File: src/core/sic_regs.svh
`ifndef SIC_REGS_SVH
`define SIC_REGS_SVH
// register indices; the byte address is the index times four
`define SIC_IDX_FAMILY      6'h00
`define SIC_IDX_CHIPREV     6'h01
`define SIC_IDX_GCTRL0      6'h02
`define SIC_IDX_EECTL       6'h03
// code values, arbitrary
`define SIC_FAMILY_CODE     8'h5A
`define SIC_PART_CODE       4'h3
`define SIC_REV_CODE        3'h1
// field positions
`define SIC_RUN_BIT         0
`define SIC_NEWBO_BIT       7
`define SIC_PASSFC_BIT      3
`define SIC_LCAGE_BIT       0
// reset values
`define SIC_GCTRL0_RST      8'h44
// timing
`define SIC_FAST_AGE_US     800
`define SIC_NORM_AGE_S      200
`endif

File: src/core/sic_pkg.sv
package sic_pkg;
  typedef struct packed {
    logic [7:0] family;
    logic [7:0] chiprev;
    logic [7:0] gctrl0;
  } sic_image_s;
  typedef enum logic [1:0] {
    SIC_RESET = 2'b00,
    SIC_EEWAIT = 2'b01,
    SIC_STOPPED = 2'b10,
    SIC_RUNNING = 2'b11
  } sic_state_e;
endpackage : sic_pkg

File: src/core/sic_top.sv
// Function
// - non-auto strap modes start only after software sets the run bit
// - run bit zero in non-auto strap modes keeps the switch stopped
// - both strap pins low: start automatically once the eeprom attempt ends
// - no eeprom found: registers keep strap and built-in defaults
// - eeprom image valid when byte0 matches family and byte1 high nibble part
// - only a valid image overrides defaults; failed check keeps defaults
// - control bit 7 selects new back-off algorithm, resets zero
// - control bit 3 forwards flow-control frames when set, resets zero
// - link-change age bit: link loss triggers fast aging under 800 us
// - after a fast pass aging returns to the normal period
// - any port losing link ages out all learned addresses
`timescale 1ns/10ps
`default_nettype none
`include "sic_regs.svh"
module sic_top #(
  parameter int          CLK_HZ    = 10_000_000,
  // a fast pass spans FAST_CYC+1 cycles, kept just below the limit
  parameter int unsigned FAST_CYC  = (`SIC_FAST_AGE_US * (CLK_HZ / 1_000_000)) - 2,
  parameter int unsigned NORM_CYC  = `SIC_NORM_AGE_S * CLK_HZ,
  parameter int          NPORTS    = 3
) (
  // clock and reset
  input  wire  logic              sys_clk_i,
  input  wire  logic              nrst_i,
  // apb slave
  input  wire  logic              psel_i,
  input  wire  logic              penable_i,
  input  wire  logic              pwrite_i,
  input  wire  logic [7:0]        paddr_i,
  input  wire  logic [31:0]       pwdata_i,
  output logic                    pready_o,
  output logic [31:0]             prdata_o,
  output logic                    pslverr_o,
  // strap pins
  input  wire  logic              power_strap_mode_hi_i,
  input  wire  logic              power_strap_mode_lo_i,
  // eeprom loader result
  input  wire  logic              ee_done_i,
  input  wire  logic              ee_present_i,
  input  wire  sic_pkg::sic_image_s ee_image_i,
  // port link levels
  input  wire  logic [NPORTS-1:0] link_up_i,
  // switch controls
  output logic                    switch_run_o,
  output logic                    new_backoff_o,
  output logic                    pass_flow_ctrl_o,
  output logic                    age_pulse_o,
  output logic                    flush_all_o,
  output logic                    fast_age_o
);
  import sic_pkg::*;

  sic_state_e        state_q, state_d;
  logic              run_q;
  logic [7:0]        gctrl0_q;
  logic [1:0]        strap_meta_q, strap_q;
  logic [NPORTS-1:0] link_meta_q, link_q, link_old_q;
  logic              fast_q;
  logic [31:0]       age_cnt_q;
  logic              flush_q;
  logic              age_pulse_q;
  logic              img_ok_q;
  logic [7:0]        rdata_q;
  logic [31:0]       fast_len_q;

  // apb decode
  wire        wr_acc   = psel_i & penable_i & pwrite_i;
  wire        hit_fam  = (paddr_i == {`SIC_IDX_FAMILY, 2'b00});
  wire        hit_cr   = (paddr_i == {`SIC_IDX_CHIPREV, 2'b00});
  wire        hit_gc   = (paddr_i == {`SIC_IDX_GCTRL0, 2'b00});
  wire        hit_ee   = (paddr_i == {`SIC_IDX_EECTL, 2'b00});
  wire        mapped   = hit_fam | hit_cr | hit_gc | hit_ee;
  wire [7:0]  cr_val   = {`SIC_PART_CODE, `SIC_REV_CODE, run_q};
  wire [7:0]  rd_byte  = hit_fam ? `SIC_FAMILY_CODE :
                         hit_cr  ? cr_val :
                         hit_gc  ? gctrl0_q :
                         hit_ee  ? {5'h00, img_ok_q, strap_q} : 8'h00;

  // eeprom image check
  wire img_valid = ee_present_i &&
                   (ee_image_i.family == `SIC_FAMILY_CODE) &&
                   (ee_image_i.chiprev[7:4] == `SIC_PART_CODE);
  wire auto_mode = (strap_q == 2'b00);

  // zero wait states: read data is captured in the setup cycle
  assign pready_o  = 1'b1;
  assign pslverr_o = psel_i & penable_i & ~mapped;
  assign prdata_o  = {24'h00_0000, rdata_q};

  // read data register, loaded while the setup cycle stands
  always_ff @(posedge sys_clk_i)
  begin
    if (!nrst_i)
      rdata_q <= 8'h00;
    else if (psel_i && !penable_i)
      rdata_q <= rd_byte;
  end

  // strap and link synchronisers
  always_ff @(posedge sys_clk_i)
  begin
    strap_meta_q <= {power_strap_mode_hi_i, power_strap_mode_lo_i};
    strap_q      <= strap_meta_q;
    link_meta_q  <= link_up_i;
    link_q       <= link_meta_q;
  end

  // start sequencing
  always_comb
  begin
    state_d = state_q;
    unique case (state_q)
      SIC_RESET:   state_d = SIC_EEWAIT;
      SIC_EEWAIT:  if (!auto_mode) state_d = SIC_STOPPED;
                   else if (ee_done_i) state_d = SIC_RUNNING;
      SIC_STOPPED: if (run_q) state_d = SIC_RUNNING;
      SIC_RUNNING: if (!auto_mode && !run_q) state_d = SIC_STOPPED;
    endcase
  end

  always_ff @(posedge sys_clk_i)
  begin
    if (!nrst_i)
      state_q <= SIC_RESET;
    else
      state_q <= state_d;
  end

  // run bit, software writable
  always_ff @(posedge sys_clk_i)
  begin
    if (!nrst_i)
      run_q <= 1'b0;
    else if (wr_acc && hit_cr)
      run_q <= pwdata_i[`SIC_RUN_BIT];
  end

  // control register; eeprom image loads only when valid
  always_ff @(posedge sys_clk_i)
  begin
    if (!nrst_i)
    begin
      gctrl0_q <= `SIC_GCTRL0_RST;
      img_ok_q <= 1'b0;
    end
    else if (state_q == SIC_EEWAIT && auto_mode && ee_done_i)
    begin
      img_ok_q <= img_valid;
      if (img_valid)
        gctrl0_q <= ee_image_i.gctrl0;
    end
    else if (wr_acc && hit_gc)
      gctrl0_q <= pwdata_i[7:0];
  end

  assign switch_run_o     = (state_q == SIC_RUNNING);
  assign new_backoff_o    = gctrl0_q[`SIC_NEWBO_BIT];
  assign pass_flow_ctrl_o = gctrl0_q[`SIC_PASSFC_BIT];

  // link loss detection
  wire link_lost = |(link_old_q & ~link_q);

  always_ff @(posedge sys_clk_i)
  begin
    if (!nrst_i)
      link_old_q <= '0;
    else
      link_old_q <= link_q;
  end

  // aging timer: fast pass on link loss, then normal period
  always_ff @(posedge sys_clk_i)
  begin
    if (!nrst_i)
    begin
      fast_q      <= 1'b0;
      age_cnt_q   <= 32'h0000_0000;
      age_pulse_q <= 1'b0;
      flush_q     <= 1'b0;
    end
    else
    begin
      flush_q     <= link_lost;
      age_pulse_q <= 1'b0;
      if (link_lost && gctrl0_q[`SIC_LCAGE_BIT])
      begin
        fast_q    <= 1'b1;
        age_cnt_q <= 32'h0000_0000;
      end
      else if (age_cnt_q >= (fast_q ? FAST_CYC : NORM_CYC))
      begin
        age_pulse_q <= 1'b1;
        fast_q      <= 1'b0;
        age_cnt_q   <= 32'h0000_0000;
      end
      else
        age_cnt_q <= age_cnt_q + 32'h0000_0001;
    end
  end

  assign age_pulse_o = age_pulse_q;
  assign flush_all_o = flush_q;
  assign fast_age_o  = fast_q;

  // checker helper: length of the running fast pass, restarted with it
  always_ff @(posedge sys_clk_i)
  begin
    if (!nrst_i || !fast_q || (link_lost && gctrl0_q[`SIC_LCAGE_BIT]))
      fast_len_q <= 32'h0000_0000;
    else
      fast_len_q <= fast_len_q + 32'h0000_0001;
  end
endmodule : sic_top
`default_nettype wire

File: config.mk
export PLATFORM = sky130hd
export DESIGN_NAME = sic_top
export DESIGN_NICKNAME = d
export VERILOG_FILES = /design/src/core/sic_pkg.sv /design/src/core/sic_top.sv
export VERILOG_INCLUDE_DIRS = /design/src /design/src/core
export SDC_FILE = /design/constraint.sdc
export NUM_CORES = 1
export LEC_CHECK = 0
export BUFFER_PORTS_ARGS = -buffer_cell sky130_fd_sc_hd__buf_2
export CORE_MARGIN = 2
export CORE_UTILIZATION = 35
export CTS_CLUSTER_SIZE = 24
export DETAILED_ROUTE_END_ITERATION = 7
export PLACE_DENSITY = 0.65
export SYNTH_ARGS = -nofsm -noshare
export SYNTH_HDL_FRONTEND = slang
export SYNTH_SLANG_ARGS = --single-unit
File: constraint.sdc
create_clock -name sys_clk_i -period 2.2 [get_ports sys_clk_i]
set_clock_uncertainty 0.05 [all_clocks]
set_input_delay 0 -clock sys_clk_i [delete_from_list [all_inputs] [get_ports sys_clk_i]]
set_output_delay 0 -clock sys_clk_i [all_outputs]
set_load 0.05 [all_outputs]
After elaboration in Yosys (flattened, before gate mapping)

Cells that the tools add are included.

Output and inout bits: 40
Flip-flop bits (word level): 68
Word-level logic and storage cells: 76
Input bits: 76

$add $sub $neg: 1
Eq/ne operators: 12
Magnitude comparators: 1
Multiplexer cells: 16
Reductions and logical operators: 22
Bitwise logic cells: 10

Operator list:

| cell                                                | number |
|---|---|
| two-way mux 8 bit                                   | 6 |
| adder 32 x 1 -> 32 bit, second input constant       | 1 |
| >= comparator 32 x 31 -> 1 bit                      | 1 |
| two-way mux 31 bit                                  | 1 |
| equality test 8 x 4 -> 1 bit, second input constant | 2 |
| logical AND 1 bit                                   | 9 |
| equality test 8 x 3 -> 1 bit, second input constant | 1 |
| equality test 8 x 7 -> 1 bit, second input constant | 1 |
| logical NOT 8 bit                                   | 1 |
| two-way mux 2 bit                                   | 4 |
| case mux 2 bit (4 select lines)                     | 1 |
| OR reduction 3 bit                                  | 2 |
| equality test 2 bit, second input constant          | 2 |
| equality test 4 x 2 -> 1 bit, second input constant | 1 |
| logical NOT 2 bit                                   | 2 |
| inequality test 2 bit, second input constant        | 2 |
| nonzero test 2 bit                                  | 2 |
| AND 1 bit                                           | 3 |
| AND 3 bit                                           | 1 |
| logical NOT 1 bit                                   | 3 |
| two-way mux 1 bit                                   | 3 |
| two-way mux 3 bit                                   | 1 |
| inequality test 3 bit, second input constant        | 1 |
| NOT 3 bit                                           | 1 |
| 7 further kinds                                     | 10 |

Longest topological paths before layout

Gate-level depths: netlist of run 1.

Depth in word-level cells: 6
Depth in mapped cells: 8
Depth with buffers taken out: 7

Worst setup path before layout of run 1

No wires, ideal clock.

Kind: register to register
Start point: register fast_q (netlist: fast_age_o)
End point: register age_cnt_q[10]
Required time: 2.020 ns
Slack: -0.661 ns
Cell stages (with the launch flop): 9
Setup time: 0.130 ns
Period minus slack after synthesis: 2.861 ns
Arrival: 2.681 ns
Path buffers: 1
Path through: dfxtp_1 > inv_1 > ha_1 > o211a_1 > o31ai_1 > a211o_1 > a311oi_2 > buf_2 > nor3_1

Word-level cells in the longest chain between the ends: 3

RTL lines:

| what                           | line           | text |
|---|---|---|
| from (decl)                    | sic_top.sv:59  | `logic fast_q;` |
| from (signal assigned)         | sic_top.sv:177 | `fast_q <= 1'b0;` |
| from (signal assigned)         | sic_top.sv:188 | `fast_q <= 1'b1;` |
| from (signal assigned)         | sic_top.sv:194 | `fast_q <= 1'b0;` |
| two-way mux 31 bit             | sic_top.sv:191 | `else if (age_cnt_q >= (fast_q ? FAST_CYC : NORM_CYC))` |
| >= comparator 32 x 31 -> 1 bit | sic_top.sv:191 |  |
| OR reduction 3 bit (no line)   | n/a            |  |
| to (signal assigned)           | sic_top.sv:198 | `age_cnt_q <= age_cnt_q + 32'h0000_0001;` |
| to (decl)                      | sic_top.sv:60  | `logic [31:0] age_cnt_q;` |

No other way between the ends.
A chain may end at the register's enable or synchronous reset.

Worst setup path after layout of run 1

Start point: register fast_q (netlist: fast_age_o)
End point: register fast_q (netlist: fast_age_o)

Word-level cells in the longest chain between the ends: 3

RTL lines:

| what                           | line |
|---|---|
| two-way mux 31 bit             | sic_top.sv:191 |
| >= comparator 32 x 31 -> 1 bit | sic_top.sv:191 |
| nonzero test 2 bit (no line)   | n/a |

No other way between the ends.

==> summary.md, run 1 <==
| Metric | Value |
|---|---|
| Post-route clock period utilization | `99.3%` |
| Synthesis-to-finish area growth | `27.7%` |
| Max-cap violations | `0` |
| Final Worst Setup Slack | `0.0155 ns` |
| Maximum buffer depth of the clock tree | `2` |
| Initial antenna violation count | `0` |
| Total power after layout | `0.00257 W` |
| Highest fanout seen on the critical path | `18` |
| Power Density | `575 mW/mm²` |
| Number of enable flip-flop cells after synthesis | `0` |
| Final weighted congestion of routability-driven global placement | `0.799` |
| Detailed placer's ending HPWL | `5690 µm` |
| Average cell area after synthesis | `9.08 µm²` |
| Data required time of the worst path | `2.35 ns` |
| First-pass GRT wire length | `14000 µm` |
| Count of vias placed by the detailed router | `3052` |
| Non-filler instance count after layout | `621` |
| Yosys warning count | `0` |
| # port buffers | `62` |
| Gr usage total | `15.5%` |
| Routed length per instance | `13.1 µm` |
| Setup repair after global routing missed its margin | `true` |
| Register bit total from synthesis | `68` |
| Fraction of final layout cells sized beyond drive strength 1 | `23.6%` |
| Worst Setup Slack post-DPL | `-0.0413 ns` |
| Layout Nets | `579` |
| Maximum frequency from static timing analysis | `0.458 GHz` |
| Element type at the critical path start | `register` |
| Antenna Diode Count | `0` |
| Status | `complete, no violations` |
| Final hold violation count | `0` |
| Io pins | `116` |
| Clock latency on the worst-skew pair | `0.34 ns` |
| Worst hold margin | `0.0114 ns` |
| Buffering stage count on the worst path with inverters included | `2` |
| CTS tree | `yes` |
| Sequential cell area fraction in the yosys report | `38.9%` |
| Placed instance count | `579` |
| Least-Margin Pin Slew | `0.597 ns` |
| Combined area of all synthesized cells | `0.00350 mm²` |
| Via/cell ratio | `4.91` |
| Yosys top cell area share | `38.9%` |
| Starting Density | `35.9%` |
| Worst path arrival time | `2.34 ns` |
| Largest net degree at the start of global routing | `19` |
| Count leader, synth | `sky130_fd_sc_hd__dfxtp_1` |
| CP endpoint kind | `register` |
| Biggest area consumer among synthesized cells | `sky130_fd_sc_hd__dfxtp_1` |
| Post-synth cell types | `53` |
| Relative slew slack | `59.9%` |
| Total number of placement rows | `36` |
| Die Ht | `104 µm` |
| Total leakage power | `1.96 nW` |
| Async set-or-reset flop fraction in the synthesized netlist | `0%` |
| Max-slew violation count | `0` |
| Largest cells by area after synthesis | `sky130_fd_sc_hd__dfxtp_1 39%, sky130_fd_sc_hd__ha_1 7.2%, sky130_fd_sc_hd__xor2_1 6.3%` |
| Top cells by instance count after synthesis | `68 x sky130_fd_sc_hd__dfxtp_1, 35 x sky130_fd_sc_hd__nor3_1, 25 x sky130_fd_sc_hd__buf_4, 25 x sky130_fd_sc_hd__nand2_1, 25 x sky130_fd_sc_hd__xor2_1` |
| Clock Sink Count | `68` |
| Clock buffer count from CTS | `9` |
| Critical setup path kind | `reg2reg` |
| Area enclosed by the die boundary | `0.0108 mm²` |
| Number of global-route vias before repair | `3109` |
| DIE WIDTH | `104 µm` |
| Clock period minus worst slack | `2.18 ns` |
| Starting DRC count in detailed routing | `143` |
| Clk pin slew, worst setup/hold paths | `0.08 ns` |
| Dominant register cell in the synthesized netlist | `sky130_fd_sc_hd__dfxtp_1` |
| Slowest Stage Delay on Critical Path | `0.42 ns` |
| Post-Syn Instances | `385` |
| Dominant delay contributor by cell family on the critical path | `compound AO/OA/AOI/OAI gates` |
| Maximum level of the CTS H-tree | `3` |
| CTS Root Buffer Type | `sky130_fd_sc_hd__clkbuf_8` |
| Antenna-violating nets left | `0` |
| Total routed wirelength | `8120 µm` |
| Worst-path cell with the longest stage delay | `sky130_fd_sc_hd__dfxtp_4` |
| Classification of the worst-slack hold path | `in2reg` |
| Util after Layout | `45.9%` |
| Final-report setup violation count | `0` |
| Area of the placeable core | `0.00973 mm²` |
| Crit path cell chain | `inv_2 > ha_1 > nand4_1 > nor3_2 > o31ai_2 > a311oi_4 > buf_12 > o32ai_1` |
| Overflow left after global routing | `0` |
| Number of DRC violations after detailed routing | `0` |
| DR pass1 iterations | `4` |
| Max VDD drop | `311 µV` |
-- worst paths after layout --
check | start | endpoint | slack, ns | cells after the start
worst max-delay path | fast_age_o$_SDFFE_PN0P_ | fast_age_o$_SDFFE_PN0P_ | 0.02 | 8
worst min-delay path | pwdata_i[5] | gctrl0_q[5]$_SDFFE_PN0P_ | 0.01 | 3
worst max register to register | fast_age_o$_SDFFE_PN0P_ | fast_age_o$_SDFFE_PN0P_ | 0.02 | 8
worst min register to register | link_meta_q[2]$_DFF_P_ | link_q[2]$_DFF_P_ | 0.27 | 0
-- sequential cells by signal (all words and copies together) (netlist names) --
name / flops
age_cnt_q: 32
age_pulse_o: 1
fast_age_o: 1
flush_all_o: 1
gctrl0_q: 8
img_ok_q: 1
link_meta_q: 3
link_old_q: 3
link_q: 3
rdata_q: 8
run_q: 1
state_q: 2
strap_meta_q: 2
strap_q: 2
-- cells by family after synthesis --
kind of cell,after synthesis,share of synthesized area (%)
and+or+nand+nor,152,24.0
DFF,68,38.9
AOI/OAI and AO/OA,52,9.98
buffers and inverters,49,8.55
xor gates and xnor gates,28,7.01
adders and majority gates,20,7.16
muxes,14,4.11
other,2,0.215
-- power breakdown --
part | switching [W] | internal [W] | total (W)
Sequential | 0.0000134 | 0.00126 | 0.00127
Combinational | 0.000198 | 0.000106 | 0.000303
Clock | 0.000474 | 0.000523 | 0.000997
Total | 0.000685 | 0.00188 | 0.00257
-- routing by layer --
layer	wire length (µm)	part of all wire, %	track usage [%]	vias to the layer above
met2	3970	49	26.7	94
met1	3540	44	18.2	1414
met4	96	1.2	4.25	0
li1	-	-	-	1530
met5	0	0	0	-
met3	509	6.3	5.45	14
-- metrics by stage --
stage / TNS [ns] / instance area, µm²
after CTS: 0 / 4440
after global placement: 0 / 3960
final: 0 / 4470
after detailed placement: -0.579 / 3960
after floorplan: 0 / 3610
after global routing: -2.68 / 4470
-- worst register-to-register path, cell delays in order, from the launching register on --
cell,delay [ns]
sky130_fd_sc_hd__dfxtp_4,0.42
sky130_fd_sc_hd__inv_2,0.10
sky130_fd_sc_hd__ha_1,0.31
sky130_fd_sc_hd__nand4_1,0.15
sky130_fd_sc_hd__nor3_2,0.25
sky130_fd_sc_hd__o31ai_2,0.11
sky130_fd_sc_hd__a311oi_4,0.38
sky130_fd_sc_hd__buf_12,0.20
sky130_fd_sc_hd__o32ai_1,0.09
-- repair_timing --
item,CTS,global route
setup buffers,2,0
pin swaps,2,1
cloned,1,0
hold endpoints to repair,22,0
hold buffers,23,0
gates resized for setup,6,5
endpoints found under the setup margin,30,41
-- final cells by class --
| type | count | area [µm²] |
|---|---|---|
| multi-input combinational | 291 | 1980 |
| timing repair buffer | 104 | 732 |
| clock buffer | 10 | 128 |
| sequential | 68 | 1370 |
| inverter | 9 | 33.8 |
| clock inverter | 6 | 65.1 |
| fill | 939 | 5260 |
| tap | 133 | 166 |
-- placed cells by master (no fill, tap or decap), types with 8 or more instances in the layout --
| cell type | n |
|---|---|
| sky130_fd_sc_hd__dfxtp_1 | 67 |
| sky130_fd_sc_hd__buf_4 | 15 |
| sky130_fd_sc_hd__conb_1 | 25 |
| sky130_fd_sc_hd__o21ai_0 | 8 |
| sky130_fd_sc_hd__a21oi_1 | 18 |
| sky130_fd_sc_hd__buf_2 | 62 |
| sky130_fd_sc_hd__xor2_1 | 25 |
| sky130_fd_sc_hd__nand3_1 | 11 |
| sky130_fd_sc_hd__a211oi_1 | 8 |
| sky130_fd_sc_hd__nor2_1 | 19 |
| sky130_fd_sc_hd__ha_1 | 20 |
| sky130_fd_sc_hd__nor3_1 | 34 |
| sky130_fd_sc_hd__nand4_1 | 12 |
| sky130_fd_sc_hd__nand2_1 | 25 |
| sky130_fd_sc_hd__and3_1 | 10 |
| sky130_fd_sc_hd__mux2i_1 | 11 |
| sky130_fd_sc_hd__dlygate4sd3_1 | 23 |
| sky130_fd_sc_hd__clkbuf_8 | 9 |
No activity file was read; power rests on OpenSTA's default activity.
==> run 2: changes to the inputs <==
Settings changed: CORE_UTILIZATION 35 to 45, PLACE_DENSITY 0.65 to 0.77.
==> summary.md, run 2 (synthesized netlist as in run 1, its figures left out) <==
| Metric | Value |
|---|---|
| Status | `finished, violations left` |
| Violations in the final reports | `hold timing` |
| Total routed wirelength | `8580 µm` |
| Detailed placer's ending HPWL | `5420 µm` |
| Max-cap violations | `0` |
| Number of global-route vias before repair | `3073` |
| Largest net degree at the start of global routing | `33` |
| Portion of total power attributed to sequential cells | `45.5%` |
| Total number of placement rows | `32` |
| CTS Root Buffer Type | `sky130_fd_sc_hd__clkbuf_8` |
| DIE WIDTH | `92.2 µm` |
| Switching Power | `0.000694 W` |
| Wire length on met2 | `4400 µm` |
| Layout filler cell count | `631` |
| Worst hold margin | `-0.0120 ns` |
| Top layer in use | `met4` |
| Max VDD drop | `573 µV` |
| Final setup TNS | `0 ns` |
| Worst Setup Slack post-DPL | `-0.0204 ns` |
| Layout Nets | `575` |
| Element type at the critical path start | `register` |
| Clock period minus worst slack | `2.19 ns` |
| Maximum level of the CTS H-tree | `3` |
| Most frequent cells in the layout | `67 x sky130_fd_sc_hd__dfxtp_1, 62 x sky130_fd_sc_hd__buf_2, 29 x sky130_fd_sc_hd__nor3_1` |
| Number of DRC violations after detailed routing | `0` |
| Length of routed wiring on met1 | `3540 µm` |
| Gr usage total | `19.8%` |
| # port buffers | `62` |
| Final Worst Setup Slack | `0.00933 ns` |
| Synthesis-to-finish area growth | `30.4%` |
| Fraction of final layout cells sized beyond drive strength 1 | `24.6%` |
| Total leakage power | `1.97 nW` |
| DR pass1 iterations | `4` |
| Starting Density | `46.0%` |
| Starting DRC count in detailed routing | `102` |
| Top flop regs | `age_cnt_q: 32 flops, gctrl0_q: 8 flops, rdata_q: 8 flops` |
| Relative slew slack | `63.4%` |
| Classification of the worst-slack hold path | `in2reg` |
| Area enclosed by the die boundary | `0.00849 mm²` |
| Max-slew violation count | `0` |
| Total area of sequential cells | `0.00137 mm²` |
| Antenna-violating nets left | `0` |
| Combinational cell fraction of total power | `10.6%` |
| Critical setup path kind | `reg2reg` |
| Routed length per instance | `14.6 µm` |
| Final Instance Area | `0.00456 mm²` |
| Area occupied by multi-input gates | `0.00206 mm²` |
| Via/cell ratio | `5.33` |
| Register name with the most flops | `age_cnt_q` |
| Cell-internal power | `0.00209 W` |
| Die Ht | `92.2 µm` |
| Clk pin slew, worst setup/hold paths | `0.08 ns` |
| Least-Margin Pin Slew | `0.546 ns` |
| Clock latency on the worst-skew pair | `0.35 ns` |
| CP endpoint kind | `register` |
| Data required time of the worst path | `2.39 ns` |
| Initial antenna violation count | `0` |
| Total cell area at the placement stage | `0.00387 mm²` |
| Maximum buffer depth of the clock tree | `2` |
| Clock buffer count from CTS | `9` |
| Proportion of total power due to net switching | `24.9%` |
| Final hold violation count | `1` |
| Antenna Diode Count | `0` |
| Post-route clock period utilization | `99.6%` |
| Final weighted congestion of routability-driven global placement | `0.866` |
| Worst path arrival time | `2.38 ns` |
| Highest fanout seen on the critical path | `15` |
| Final-report setup violation count | `0` |
| Io pins | `116` |
| Power Density | `611 mW/mm²` |
| Overflow left after global routing | `0` |
| Setup repair after global routing missed its margin | `true` |
| Total length of routed met3 wires | `426 µm` |
| First-pass GRT wire length | `13500 µm` |
| Count of vias placed by the detailed router | `3126` |
| Part of the power in the clock network | `43.8%` |
| Flip-flop count of the largest register, all copies and words added | `32` |
| Clock Sink Count | `68` |
| Maximum frequency from static timing analysis | `0.456 GHz` |
| Leading cell type in the layout, fill and taps excluded | `sky130_fd_sc_hd__dfxtp_1` |
| Area of the placeable core | `0.00761 mm²` |
| CTS tree | `yes` |
[run 2: metal layers]
layer  up-vias  global-route usage [%]
met4         0                    8.08
met1      1471                    21.9
met2       100                    36.2
li1       1529                       -
met5         -                       0
met3        26                    4.68
[run 2: final timing paths]
check | startpoint | end | slack, ns | cells after the start
worst min register to register | link_meta_q[0]$_DFF_P_ | link_q[0]$_DFF_P_ | 0.28 | 0
worst max-delay path | fast_age_o$_SDFFE_PN0P_ | age_cnt_q[13]$_SDFF_PP0_ | 0.009 | 8
worst min-delay path | ee_image_i[5] | gctrl0_q[5]$_SDFFE_PN0P_ | -0.01 | 3
worst max register to register | fast_age_o$_SDFFE_PN0P_ | age_cnt_q[13]$_SDFF_PP0_ | 0.009 | 8
[run 2: power by group through the flow]
stage          Clock (W)  Sequential (W)  Combinational, W
6_report         0.00122         0.00127          0.000296
5_1_grt          0.00128         0.00127          0.000317
4_1_cts          0.00123         0.00127          0.000288
3_5_place_dp           0         0.00130          0.000257
3_3_place_gp           0         0.00130          0.000253
2_1_floorplan          0         0.00131          0.000209
[run 2: final cells by class]
class	instances	area share [%]
Clock buffer	11	3.57
Clock inverter	5	1.78
Inverter	9	0.796
Multi-Input combinational cell	291	45.3
Sequential cell	68	29.9
Tap cell	102	2.80
Timing Repair Buffer	100	15.9
[run 2: what timing repair did]
| item | in CTS | in global routing |
|---|---|---|
| pin swaps | 4 | 11 |
| setup endpoints to repair | 2 | 38 |
| resized for setup | 7 | 17 |
| cloned | 1 | 1 |
| hold buffers | 23 | 0 |
| endpoints found under the hold margin | 23 | 0 |
| buffers inserted | 3 | 0 |
[run 2: critical path, stage by stage (launching register included)]
cell and delay, ns:
sky130_fd_sc_hd__dfxtp_4 0.39, sky130_fd_sc_hd__buf_6 0.13, sky130_fd_sc_hd__ha_4 0.26, sky130_fd_sc_hd__nand2_2 0.05, sky130_fd_sc_hd__or4_4 0.50, sky130_fd_sc_hd__a311oi_4 0.31
sky130_fd_sc_hd__buf_4 0.19, sky130_fd_sc_hd__buf_16 0.14, sky130_fd_sc_hd__nor3_1 0.06
[run 2: stage by stage]
| step | util [%] | cells | hold slack (ns) | total power, W |
|---|---|---|---|---|
| final | 59.9 | 586 | -0.0120 | 0.00279 |
| after global routing | 59.9 | 586 | 0.00434 | 0.00287 |
| after CTS | 58.2 | 585 | 0.00224 | 0.00278 |
| after detailed placement | 50.9 | 542 | 0.0541 | 0.00155 |
| after global placement | 50.9 | 542 | 0.0521 | 0.00155 |
| after floorplan | - | 408 | -0.0223 | 0.00152 |
